## config.mk

```make
export PLATFORM = sky130hd
export DESIGN_NAME = absolute_encoder_sequencer
export DESIGN_NICKNAME = d
export VERILOG_FILES = /design/src/hdl/abs_enc_pkg.sv /design/src/hdl/absolute_encoder_sequencer.sv
export SDC_FILE = /design/constraint.sdc
export NUM_CORES = 1
export LEC_CHECK = 0
export BUFFER_PORTS_ARGS = -buffer_cell sky130_fd_sc_hd__clkbuf_2
export CORE_MARGIN = 2
export CORE_UTILIZATION = 50
export CTS_BUF_LIST = sky130_fd_sc_hd__clkbuf_4
export DETAILED_ROUTE_END_ITERATION = 10
export GPL_ROUTABILITY_DRIVEN = 0
export PLACE_DENSITY = 0.76
export RECOVER_POWER = 25
export SETUP_SLACK_MARGIN = 0.3
export SYNTH_ARGS = -nofsm -noshare
export SYNTH_HDL_FRONTEND = slang
export SYNTH_SLANG_ARGS = --single-unit
```

## constraint.sdc

```tcl
create_clock -name sys_clk -period 3.53 [get_ports sys_clk]
set_input_delay 0.1765 -clock sys_clk [delete_from_list [all_inputs] [get_ports sys_clk]]
set_output_delay 0.1765 -clock sys_clk [all_outputs]
set_load 0.02 [all_outputs]
```

## src/hdl/abs_enc_pkg.sv

```systemverilog
// Package: constants for the absolute encoder sequencer
package abs_enc_pkg;
  localparam int CLK_HZ = 25000000;
  // Times in milliseconds as printed
  localparam int FAULT_NORMAL_MS = 5000;
  localparam int LOCKOUT_MS = 560;
  localparam int BATT_WINDOW_MS = 4000;
  localparam int CYC_PER_MS = CLK_HZ / 1000;
  // Longest time fits in 32 bits
  localparam int FAULT_NORMAL_CYC = FAULT_NORMAL_MS * CYC_PER_MS;
  localparam int LOCKOUT_CYC = LOCKOUT_MS * CYC_PER_MS;
  localparam int BATT_WINDOW_CYC = BATT_WINDOW_MS * CYC_PER_MS;
  // Power-up self check length before fault output goes normal
  localparam int SELF_CHECK_CYC = 1000 * CYC_PER_MS;
  // Field values
  localparam logic USAGE_ABSOLUTE = 1'h0;
  localparam logic USAGE_INCREMENTAL = 1'h1;
  localparam logic BATT_LEVEL_ALARM = 1'h0;
  localparam logic BATT_LEVEL_WARNING = 1'h1;
  localparam int CNT_W = 32;
endpackage

```

## src/hdl/absolute_encoder_sequencer.sv

```systemverilog
// Module: absolute encoder power, lockout and battery sequencing
`timescale 1ns/10ps
//**********************************************************************
//**********************************************************************
module absolute_encoder_sequencer #(
  parameter int FAULT_NORMAL_CYC = abs_enc_pkg::FAULT_NORMAL_CYC,
  parameter int SELF_CHECK_CYC = abs_enc_pkg::SELF_CHECK_CYC,
  parameter int LOCKOUT_CYC = abs_enc_pkg::LOCKOUT_CYC,
  parameter int BATT_WINDOW_CYC = abs_enc_pkg::BATT_WINDOW_CYC
) (
  // Clock and reset
  input wire logic sys_clk,
  input wire logic rst,
  // Configuration straps
  input wire logic encoder_usage_select,
  input wire logic battery_fault_level_select,
  // Host commands
  input wire logic encoder_power_on_cmd,
  input wire logic encoder_power_off_cmd,
  input wire logic motor_power_on_cmd,
  input wire logic motor_power_off_cmd,
  // Encoder pins
  input wire logic encoder_power_sense,
  input wire logic battery_low,
  input wire logic position_backup_lost,
  // Status outputs
  output logic fault_output,
  output logic battery_alarm,
  output logic battery_warning,
  output logic encoder_powered,
  output logic motor_powered,
  output logic abs_data_valid,
  output logic position_invalid
);
  //********************************************************************
  // Input synchronisers
  //********************************************************************
  logic [2:0] sync_a;
  logic [2:0] sync_b;
  logic sense_s;
  logic batt_low_s;
  logic lost_s;
  always_ff @(posedge sys_clk) begin
    if (rst) begin
      sync_a <= 3'h0;
      sync_b <= 3'h0;
    end else begin
      sync_a <= {position_backup_lost, battery_low, encoder_power_sense};
      sync_b <= sync_a;
    end
  end
  assign sense_s = sync_b[0];
  assign batt_low_s = sync_b[1];
  assign lost_s = sync_b[2];

  //********************************************************************
  // Configuration latched at restart
  //********************************************************************
  logic cfg_done;
  logic usage_incr;
  logic level_warn;
  always_ff @(posedge sys_clk) begin
    if (rst) begin
      cfg_done <= 1'b0;
      usage_incr <= abs_enc_pkg::USAGE_ABSOLUTE;
      level_warn <= abs_enc_pkg::BATT_LEVEL_ALARM;
    end else if (!cfg_done) begin
      cfg_done <= 1'b1;
      usage_incr <= encoder_usage_select;
      level_warn <= battery_fault_level_select;
    end
  end

  //********************************************************************
  // Power-up and fault output
  //********************************************************************
  logic [31:0] up_cnt;
  always_ff @(posedge sys_clk) begin
    if (rst) begin
      up_cnt <= 32'h0;
      fault_output <= 1'b0;
    end else if (!fault_output) begin
      up_cnt <= up_cnt + 32'h1;
      if (up_cnt + 32'h1 >= 32'(SELF_CHECK_CYC) || up_cnt + 32'h1 >= 32'(FAULT_NORMAL_CYC)) begin
        fault_output <= 1'b1;
      end
    end
  end

  //********************************************************************
  // Encoder power sequence
  //********************************************************************
  typedef enum logic [1:0] {ENC_OFF, ENC_LOCKOUT, ENC_READY} enc_state_e;
  enc_state_e enc_state;
  logic [31:0] lock_cnt;
  always_ff @(posedge sys_clk) begin
    if (rst) begin
      enc_state <= ENC_OFF;
      lock_cnt <= 32'h0;
    end else begin
      unique case (enc_state)
        ENC_OFF: begin
          lock_cnt <= 32'h0;
          if (encoder_power_on_cmd && fault_output) begin
            enc_state <= ENC_LOCKOUT;
          end
        end
        ENC_LOCKOUT: begin
          lock_cnt <= lock_cnt + 32'h1;
          if (encoder_power_off_cmd) begin
            enc_state <= ENC_OFF;
          end else if (lock_cnt + 32'h1 >= 32'(LOCKOUT_CYC)) begin
            enc_state <= ENC_READY;
          end
        end
        ENC_READY: begin
          if (encoder_power_off_cmd) begin
            enc_state <= ENC_OFF;
          end
        end
        default: begin
          enc_state <= ENC_OFF;
        end
      endcase
    end
  end
  assign encoder_powered = (enc_state != ENC_OFF);

  //********************************************************************
  // Absolute data
  //********************************************************************
  // Only in absolute use, after sequence, sense present
  always_ff @(posedge sys_clk) begin
    if (rst) begin
      abs_data_valid <= 1'b0;
    end else begin
      abs_data_valid <= (enc_state == ENC_READY) && !usage_incr && sense_s && !position_invalid;
    end
  end

  //********************************************************************
  // Motor power
  //********************************************************************
  // Lockout, alarm or any off command holds motor off
  logic off_request;
  logic motor_block;
  assign off_request = motor_power_off_cmd || encoder_power_off_cmd;
  assign motor_block = off_request || enc_state != ENC_READY || battery_alarm;
  always_ff @(posedge sys_clk) begin
    if (rst) begin
      motor_powered <= 1'b0;
    end else if (motor_block) begin
      motor_powered <= 1'b0;
    end else if (motor_power_on_cmd) begin
      motor_powered <= 1'b1;
    end
  end

  //********************************************************************
  // Battery detection
  //********************************************************************
  logic [31:0] win_cnt;
  logic win_open;
  always_ff @(posedge sys_clk) begin
    if (rst) begin
      win_cnt <= 32'h0;
      win_open <= 1'b0;
    end else if (fault_output && !level_warn) begin
      if (win_cnt < 32'(BATT_WINDOW_CYC)) begin
        win_cnt <= win_cnt + 32'h1;
        win_open <= 1'b1;
      end else begin
        win_open <= 1'b0;
      end
    end else begin
      win_open <= fault_output && level_warn;
    end
  end

  //********************************************************************
  // Battery indications
  //********************************************************************
  // Alarm sticky until restart, warning follows level
  logic batt_detect;
  assign batt_detect = win_open && !usage_incr && batt_low_s;
  always_ff @(posedge sys_clk) begin
    if (rst) begin
      battery_alarm <= 1'b0;
      battery_warning <= 1'b0;
    end else begin
      if (batt_detect && !level_warn) begin
        battery_alarm <= 1'b1;
      end
      battery_warning <= batt_detect && level_warn;
    end
  end

  //********************************************************************
  // Position backup
  //********************************************************************
  // Backup lost flag captured after restart
  always_ff @(posedge sys_clk) begin
    if (rst) begin
      position_invalid <= 1'b0;
    end else if (lost_s && !usage_incr) begin
      position_invalid <= 1'b1;
    end
  end
endmodule // absolute_encoder_sequencer

```

==> out/results.tsv, run 1 <==
metric	value	unit
status	finished with violations	
violations	max-capacitance violations, max-slew violations	
synth.most_common_cell	nor2_1	
num_io_pins	18	
internal-power	0.00159	W
dp.cells	922	
timing.final.crit_period	2960	ps
grt_pass1_vias	5226	
fp.coreArea	0.0121	sq mm
syn_area_per_cell	7.96	sq um
drv_slew	65	
diodes	0	
peakVddDrop	0.223	mV
critPathLaunchType	register	
tightest_slew	2810	ps
wl_met2	6440	um
worstHoldPathType	in -> reg	
port_buffers	17	
synth_common_cells	nor2_1, dfxtp_1, nand2_1	
vias_per_cell	5.74	
power_density	319	mW/mm^2
async_reset_ff_frac	0	
antenna_found_initial	0	
fin_setup_tns	0	ps
vias	5512	
cts_made_buffers	17	
ff_latch_area	0.00228	sq mm
power_frac_comb	0.027	
yosys_warnings	0	
grt_pass1_wl	23200	um
ys_top_cells_by_area	dfxtp_1, nor2_1, xnor2_1, nand2_1, xor2_1	
synth_seq_cells	114	
worstPathRequired	3980	ps
synthToLayoutAreaGrowth	6.24	%
ant_nets	0	
netlist_instances	776	
seqPwrFrac	0.620	
drt-total-wl	13600	um
hold_violations	0	
critPathMaxFanout	10	
tritoncts	built	
relSlewSlack	-0.871	
multi_input_area	0.00358	sq mm
drtIter0Drc	523	
syn-cell-area	0.00618	sq mm
synth_cell_types	72	
h-tree-depth	4	
globalRoute.totalOverflow	0	
route.met3.wl	671	um
hold_ws	90.9	ps
drcViolationCount	0	
final-instance-count-excl-fill	960	
worst_ep_arrival_time	3400	ps
clkPwrFrac	0.353	
fp.dieW	115	um
final_util	0.544	
p_sw	0.000506	W
seq_area_frac_synth	0.369	
grt_max_degree	65	
finalPower	0.00210	W
max_freq	0.338	GHz
worst_clock_skew	16.4	ps
drv_cap	1	
clockBufferDepth	2	
synth_largest_area_cell	dfxtp_1	
layout-drive-gt1-share	0.109	
rsz0062_at_grt	false	
die_h	115	um
min_period_over_period	0.837	
filler_cell_count	1085	
start_util	0.512	
cts_setup_buffers	0	
synth_top_area_frac	0.369	
setup_violations	0	
clk_latency	540	ps
rows	40	
p_leak	2.18	nW
endpoint_kind	register	
grtUsageTotal	0.216	
dieArea	0.0133	sq mm
m1WireLength	6220	um
switching_share	0.241	
nNetsFinal	795	
synth_edf_count	0	
dr.pass1.iters	5	
clock-sinks	114	
ctsRootBufferMaster	clkbuf_4	
routed.top_layer	met4	
post_drt_wl_per_cell	14.2	um
synthFlopType	dfxtp_1	
clkTransAtPathRegs	100	ps
dp_hpwl	9260	um
crit_type	reg -> reg	
synth_nets	790	
[state kept, by name, indices dropped and copies added, names as in the netlist, 2 cells and up]
name / flops
sync_a: 3
up_cnt: 32
enc_state: 2
win_cnt: 32
lock_cnt: 32
sync_b: 3
[final timing paths]
| kind | from | to | slack [ps] | depth (start not counted) |
|---|---|---|---|---|
| max | lock_cnt[6] | enc_state[0] | 570 | 6 |
| min | encoder_power_on_cmd | enc_state[0] | 90 | 5 |
| max reg2reg | lock_cnt[6] | enc_state[0] | 570 | 6 |
| min reg2reg | sync_a[1] | sync_b[1] | 450 | 1 |
[layout by cell type (no fill, tap or decap), types with 7 or more instances in the layout]
| master | instances |
|---|---|
| a21oi_1 | 38 |
| dlygate4sd3_1 | 8 |
| and2_1 | 12 |
| xor2_1 | 28 |
| nand4_1 | 24 |
| inv_1 | 15 |
| buf_4 | 10 |
| a31oi_1 | 7 |
| and3_1 | 8 |
| nor2b_1 | 16 |
| nand3_1 | 32 |
| o21ai_0 | 23 |
| nand2_1 | 79 |
| nor4_1 | 25 |
| nor3_1 | 22 |
| xnor2_1 | 39 |
| or3_1 | 11 |
| clkbuf_4 | 20 |
| nor2_1 | 121 |
| mux2_2 | 7 |
| dfxtp_1 | 114 |
| clkbuf_2 | 12 |
[power by group through the flow]
stage / combinational [W] / sequential (W) / clock (W)
CTS: 0.0000582 / 0.00130 / 0.000756
global placement: 0.0000498 / 0.00133 / 0
detailed placement: 0.0000521 / 0.00133 / 0
floorplan: 0.0000374 / 0.00133 / 0
finish: 0.0000576 / 0.00130 / 0.000740
global route: 0.0000644 / 0.00130 / 0.000811
[cell type report]
type                            instances  area share
Clock inverter                         10     0.00705
Sequential cell                       114       0.348
Timing Repair Buffer                   36      0.0362
Inverter                               16     0.00915
Clock buffer                           20      0.0229
Tap cell                              168      0.0320
Multi-Input combinational cell        596       0.545
[what timing repair did]
item,CTS,global route
hold buffers,8,0
resized for setup,0,1
hold endpoints to repair,7,0
endpoints found under the setup margin,0,1
[per-stage QoR]
stage / cell area [sq um] / setup WS, ps
after floorplan: 6180 / 834
after global placement: 6290 / 703
after detailed placement: 6290 / 618
after CTS: 6570 / 579
after global routing: 6560 / 397
final: 6560 / 575
[metal layers]
layer | GRT usage | up-vias
met5 | 0 | -
met1 | 0.272 | 2576
met2 | 0.350 | 156
met3 | 0.0496 | 26
met4 | 0.102 | 0
li1 | - | 2754
[critical path, cell delays in order, from the launching register on]
cell and delay (ps):
dfxtp_1 490, nand3_1 240, or4_1 770, nor4_2 440, a31oi_1 190, or4_1 540, o41ai_2 200
[logic make-up after synthesis]
kind of cell / count (synthesis) / synth area share
flip-flops: 114 / 0.369
AND/OR/NAND/NOR: 397 / 0.330
XOR/XNOR: 67 / 0.0950
AO/OA/AOI/OAI: 116 / 0.124
multiplexers: 13 / 0.0225
buffers and inverters: 66 / 0.0527
adder cells (fa/ha/maj): 3 / 0.00608
(Power assumes the default switching activity.)
==> run 2: changes to the inputs <==
--- a/config.mk
+++ b/config.mk
@@ -11,7 +11,7 @@
 export CTS_BUF_LIST = sky130_fd_sc_hd__clkbuf_4
 export DETAILED_ROUTE_END_ITERATION = 10
 export GPL_ROUTABILITY_DRIVEN = 0
-export PLACE_DENSITY = 0.76
+export PLACE_DENSITY = 0.79
 export RECOVER_POWER = 25
 export SETUP_SLACK_MARGIN = 0.3
 export SYNTH_ARGS = -nofsm -noshare
==> constraint.sdc (replaced) <==
create_clock -name sys_clk -period 2.4 [get_ports sys_clk]
set_input_delay 0.12 -clock sys_clk [delete_from_list [all_inputs] [get_ports sys_clk]]
set_output_delay 0.12 -clock sys_clk [all_outputs]
set_load 0.02 [all_outputs]
==> run 2 against run 1 <==
Net effect:
- the flow finishes with violations (negative setup slack)
- final cell count rose by 8.4%
- clock-buffer cell count grew 1
- via count rose by 7.5%
- sequential share of layout area down 5.0 points
- worst setup slack got worse by 760 ps
- critical path type unchanged
- fmax grew 15%
- combinational power grew 63%
- critical path depth grew 2
- worst hold slack gained 270 ps
- register-to-register slack lost 760 ps
==> out/results.tsv, run 2 (same netlist as run 1, synthesis figures left out) <==
metric	value	unit	change
hold_violations	0		unchanged
worst_clock_skew	16.0	ps	-0.328 ps
port_buffers	17		unchanged
grt_pass1_vias	5427		+3.8%
dp.cells	977		+6.0%
die_h	115	um	unchanged
min_period_over_period	1.08		+0.238
ctsRootBufferMaster	clkbuf_4		
layout_common_cells	nor2_1, dfxtp_1, buf_4		
regToRegSetupSlack	-180	ps	-760 ps
timing.final.crit_period	2580	ps	-374 ps
violations	negative setup slack		
ff_latch_area	0.00233	sq mm	+2.1%
drcViolationCount	0		unchanged
vias_per_cell	5.69		-0.84%
status	finished with violations		
rsz0062_at_grt	true		
grt_max_degree	42		-35%
critPathLaunchType	register		
filler_cell_count	961		-11%
endpoint_kind	register		
drv_cap	0		-1
post_drt_wl_per_cell	15.0	um	+6.0%
drv_slew	0		-100%
cts_made_buffers	17		unchanged
drtIter0Drc	388		-26%
p_leak	2.81	nW	+29%
ant_nets	0		unchanged
final_util	0.650		+0.106
grt_pass1_wl	25600	um	+10%
worstHoldPathType	in -> reg		
max_freq	0.387	GHz	+15%
clk_latency	520	ps	-20 ps
grtUsageTotal	0.238		+0.0225
num_io_pins	18		unchanged
fp.dieW	115	um	unchanged
nNetsFinal	874		+9.9%
antenna_found_initial	0		unchanged
relSlewSlack	0.266		+1.14
critPathMaxFanout	3		-7
setup_violations	3		+3
final-instance-count-excl-fill	1041		+8.4%
finalPower	0.00358	W	+71%
peakVddDrop	0.381	mV	+71%
worstPathRequired	2790	ps	-1190 ps
dieArea	0.0133	sq mm	unchanged
fp.coreArea	0.0121	sq mm	unchanged
h-tree-depth	4		unchanged
dr.pass1.iters	5		unchanged
layout-drive-gt1-share	0.291		+0.182
crit_type	reg -> reg		
final_common_cell	nor2_1		
rows	40		unchanged
drt-total-wl	15600	um	+15%
clockBufferDepth	2		unchanged
tightest_slew	1100	ps	-1710 ps
power_density	457	mW/mm^2	+43%
synthToLayoutAreaGrowth	26.9	%	
timing.final.ws_setup	-181	ps	-756 ps
top_regs	lock_cnt: 32 flops, up_cnt: 32 flops, win_cnt: 32 flops		
start_util	0.512		unchanged
clock-sinks	114		unchanged
vias	5927		+7.5%
clkTransAtPathRegs	110	ps	about the same
diodes	0		unchanged
tritoncts	built		
dp_hpwl	9960	um	+7.7%
multi_input_area	0.00407	sq mm	+14%
worst_ep_arrival_time	2980	ps	-420 ps
globalRoute.totalOverflow	0		unchanged
[run 2: cell types whose count changed in the layout (fill, tap and decap cells not counted), sizes merged]
cell / delta
dlygate4sd3: +3
bufinv: +4
clkbuf: +3
buf: +74
clkinv: -3
[run 2: where the power goes]
part           internal [W]  switching, W  leakage, nW
clock              0.000865      0.000718        0.170
combinational     0.0000371     0.0000565         1.70
sequential          0.00189    0.00000855        0.936
total               0.00280      0.000783         2.81
[run 2: cell type report]
type / count / share of cell area
sequential: 114 / 0.297
multi-input combinational: 596 / 0.519
tap: 168 / 0.0268
clock inverter: 11 / 0.0206
inverter: 16 / 0.00766
clock buffer: 21 / 0.0201
timing repair buffer: 115 / 0.108
[run 2: worst max-delay path, cell delays in order (launching register included)]
cell and delay (ps):
dfxtp_4 380, nand4_1 170, buf_4 190, or4_4 490, xor2_1 150, o311a_1 300, or4b_4 500, a21oi_4 180
o41ai_2 90
[run 2: timing repair]
item | in CTS | in global routing
hold buffers | 11 | 0
resized for setup | 36 | 58
setup endpoints to repair | 18 | 42
pin swaps | 16 | 27
endpoints found under the hold margin | 20 | 0
buffers inserted | 12 | 9
cloned | 0 | 0
[run 2: per-stage QoR]
step           hold WS [ps]  setup slack (ps)  TNS, ps  area (sq um)
2_1_floorplan           199             -25.3    -25.3          6400
3_3_place_gp            288             -50.1    -91.5          6900
3_5_place_dp            297              -130     -227          6900
4_1_cts                 303              -136     -267          7560
5_1_grt                 305              -204     -573          7840
6_report                357              -181     -395          7840
[run 2: worst paths after layout]
kind / startpoint / endpoint / cells past startpoint
hold / removal: position_backup_lost / sync_a[2] / 3
setup reg to reg: lock_cnt[8] / enc_state[0] / 8
hold reg to reg: sync_a[0] / sync_b[0] / 1
setup / recovery: lock_cnt[8] / enc_state[0] / 8
[run 2: per-layer routing]
layer,track usage,part of all wire
met1,0.314,0.45
met5,0,0
met2,0.386,0.49
met4,0.0675,0.013
met3,0.0622,0.048
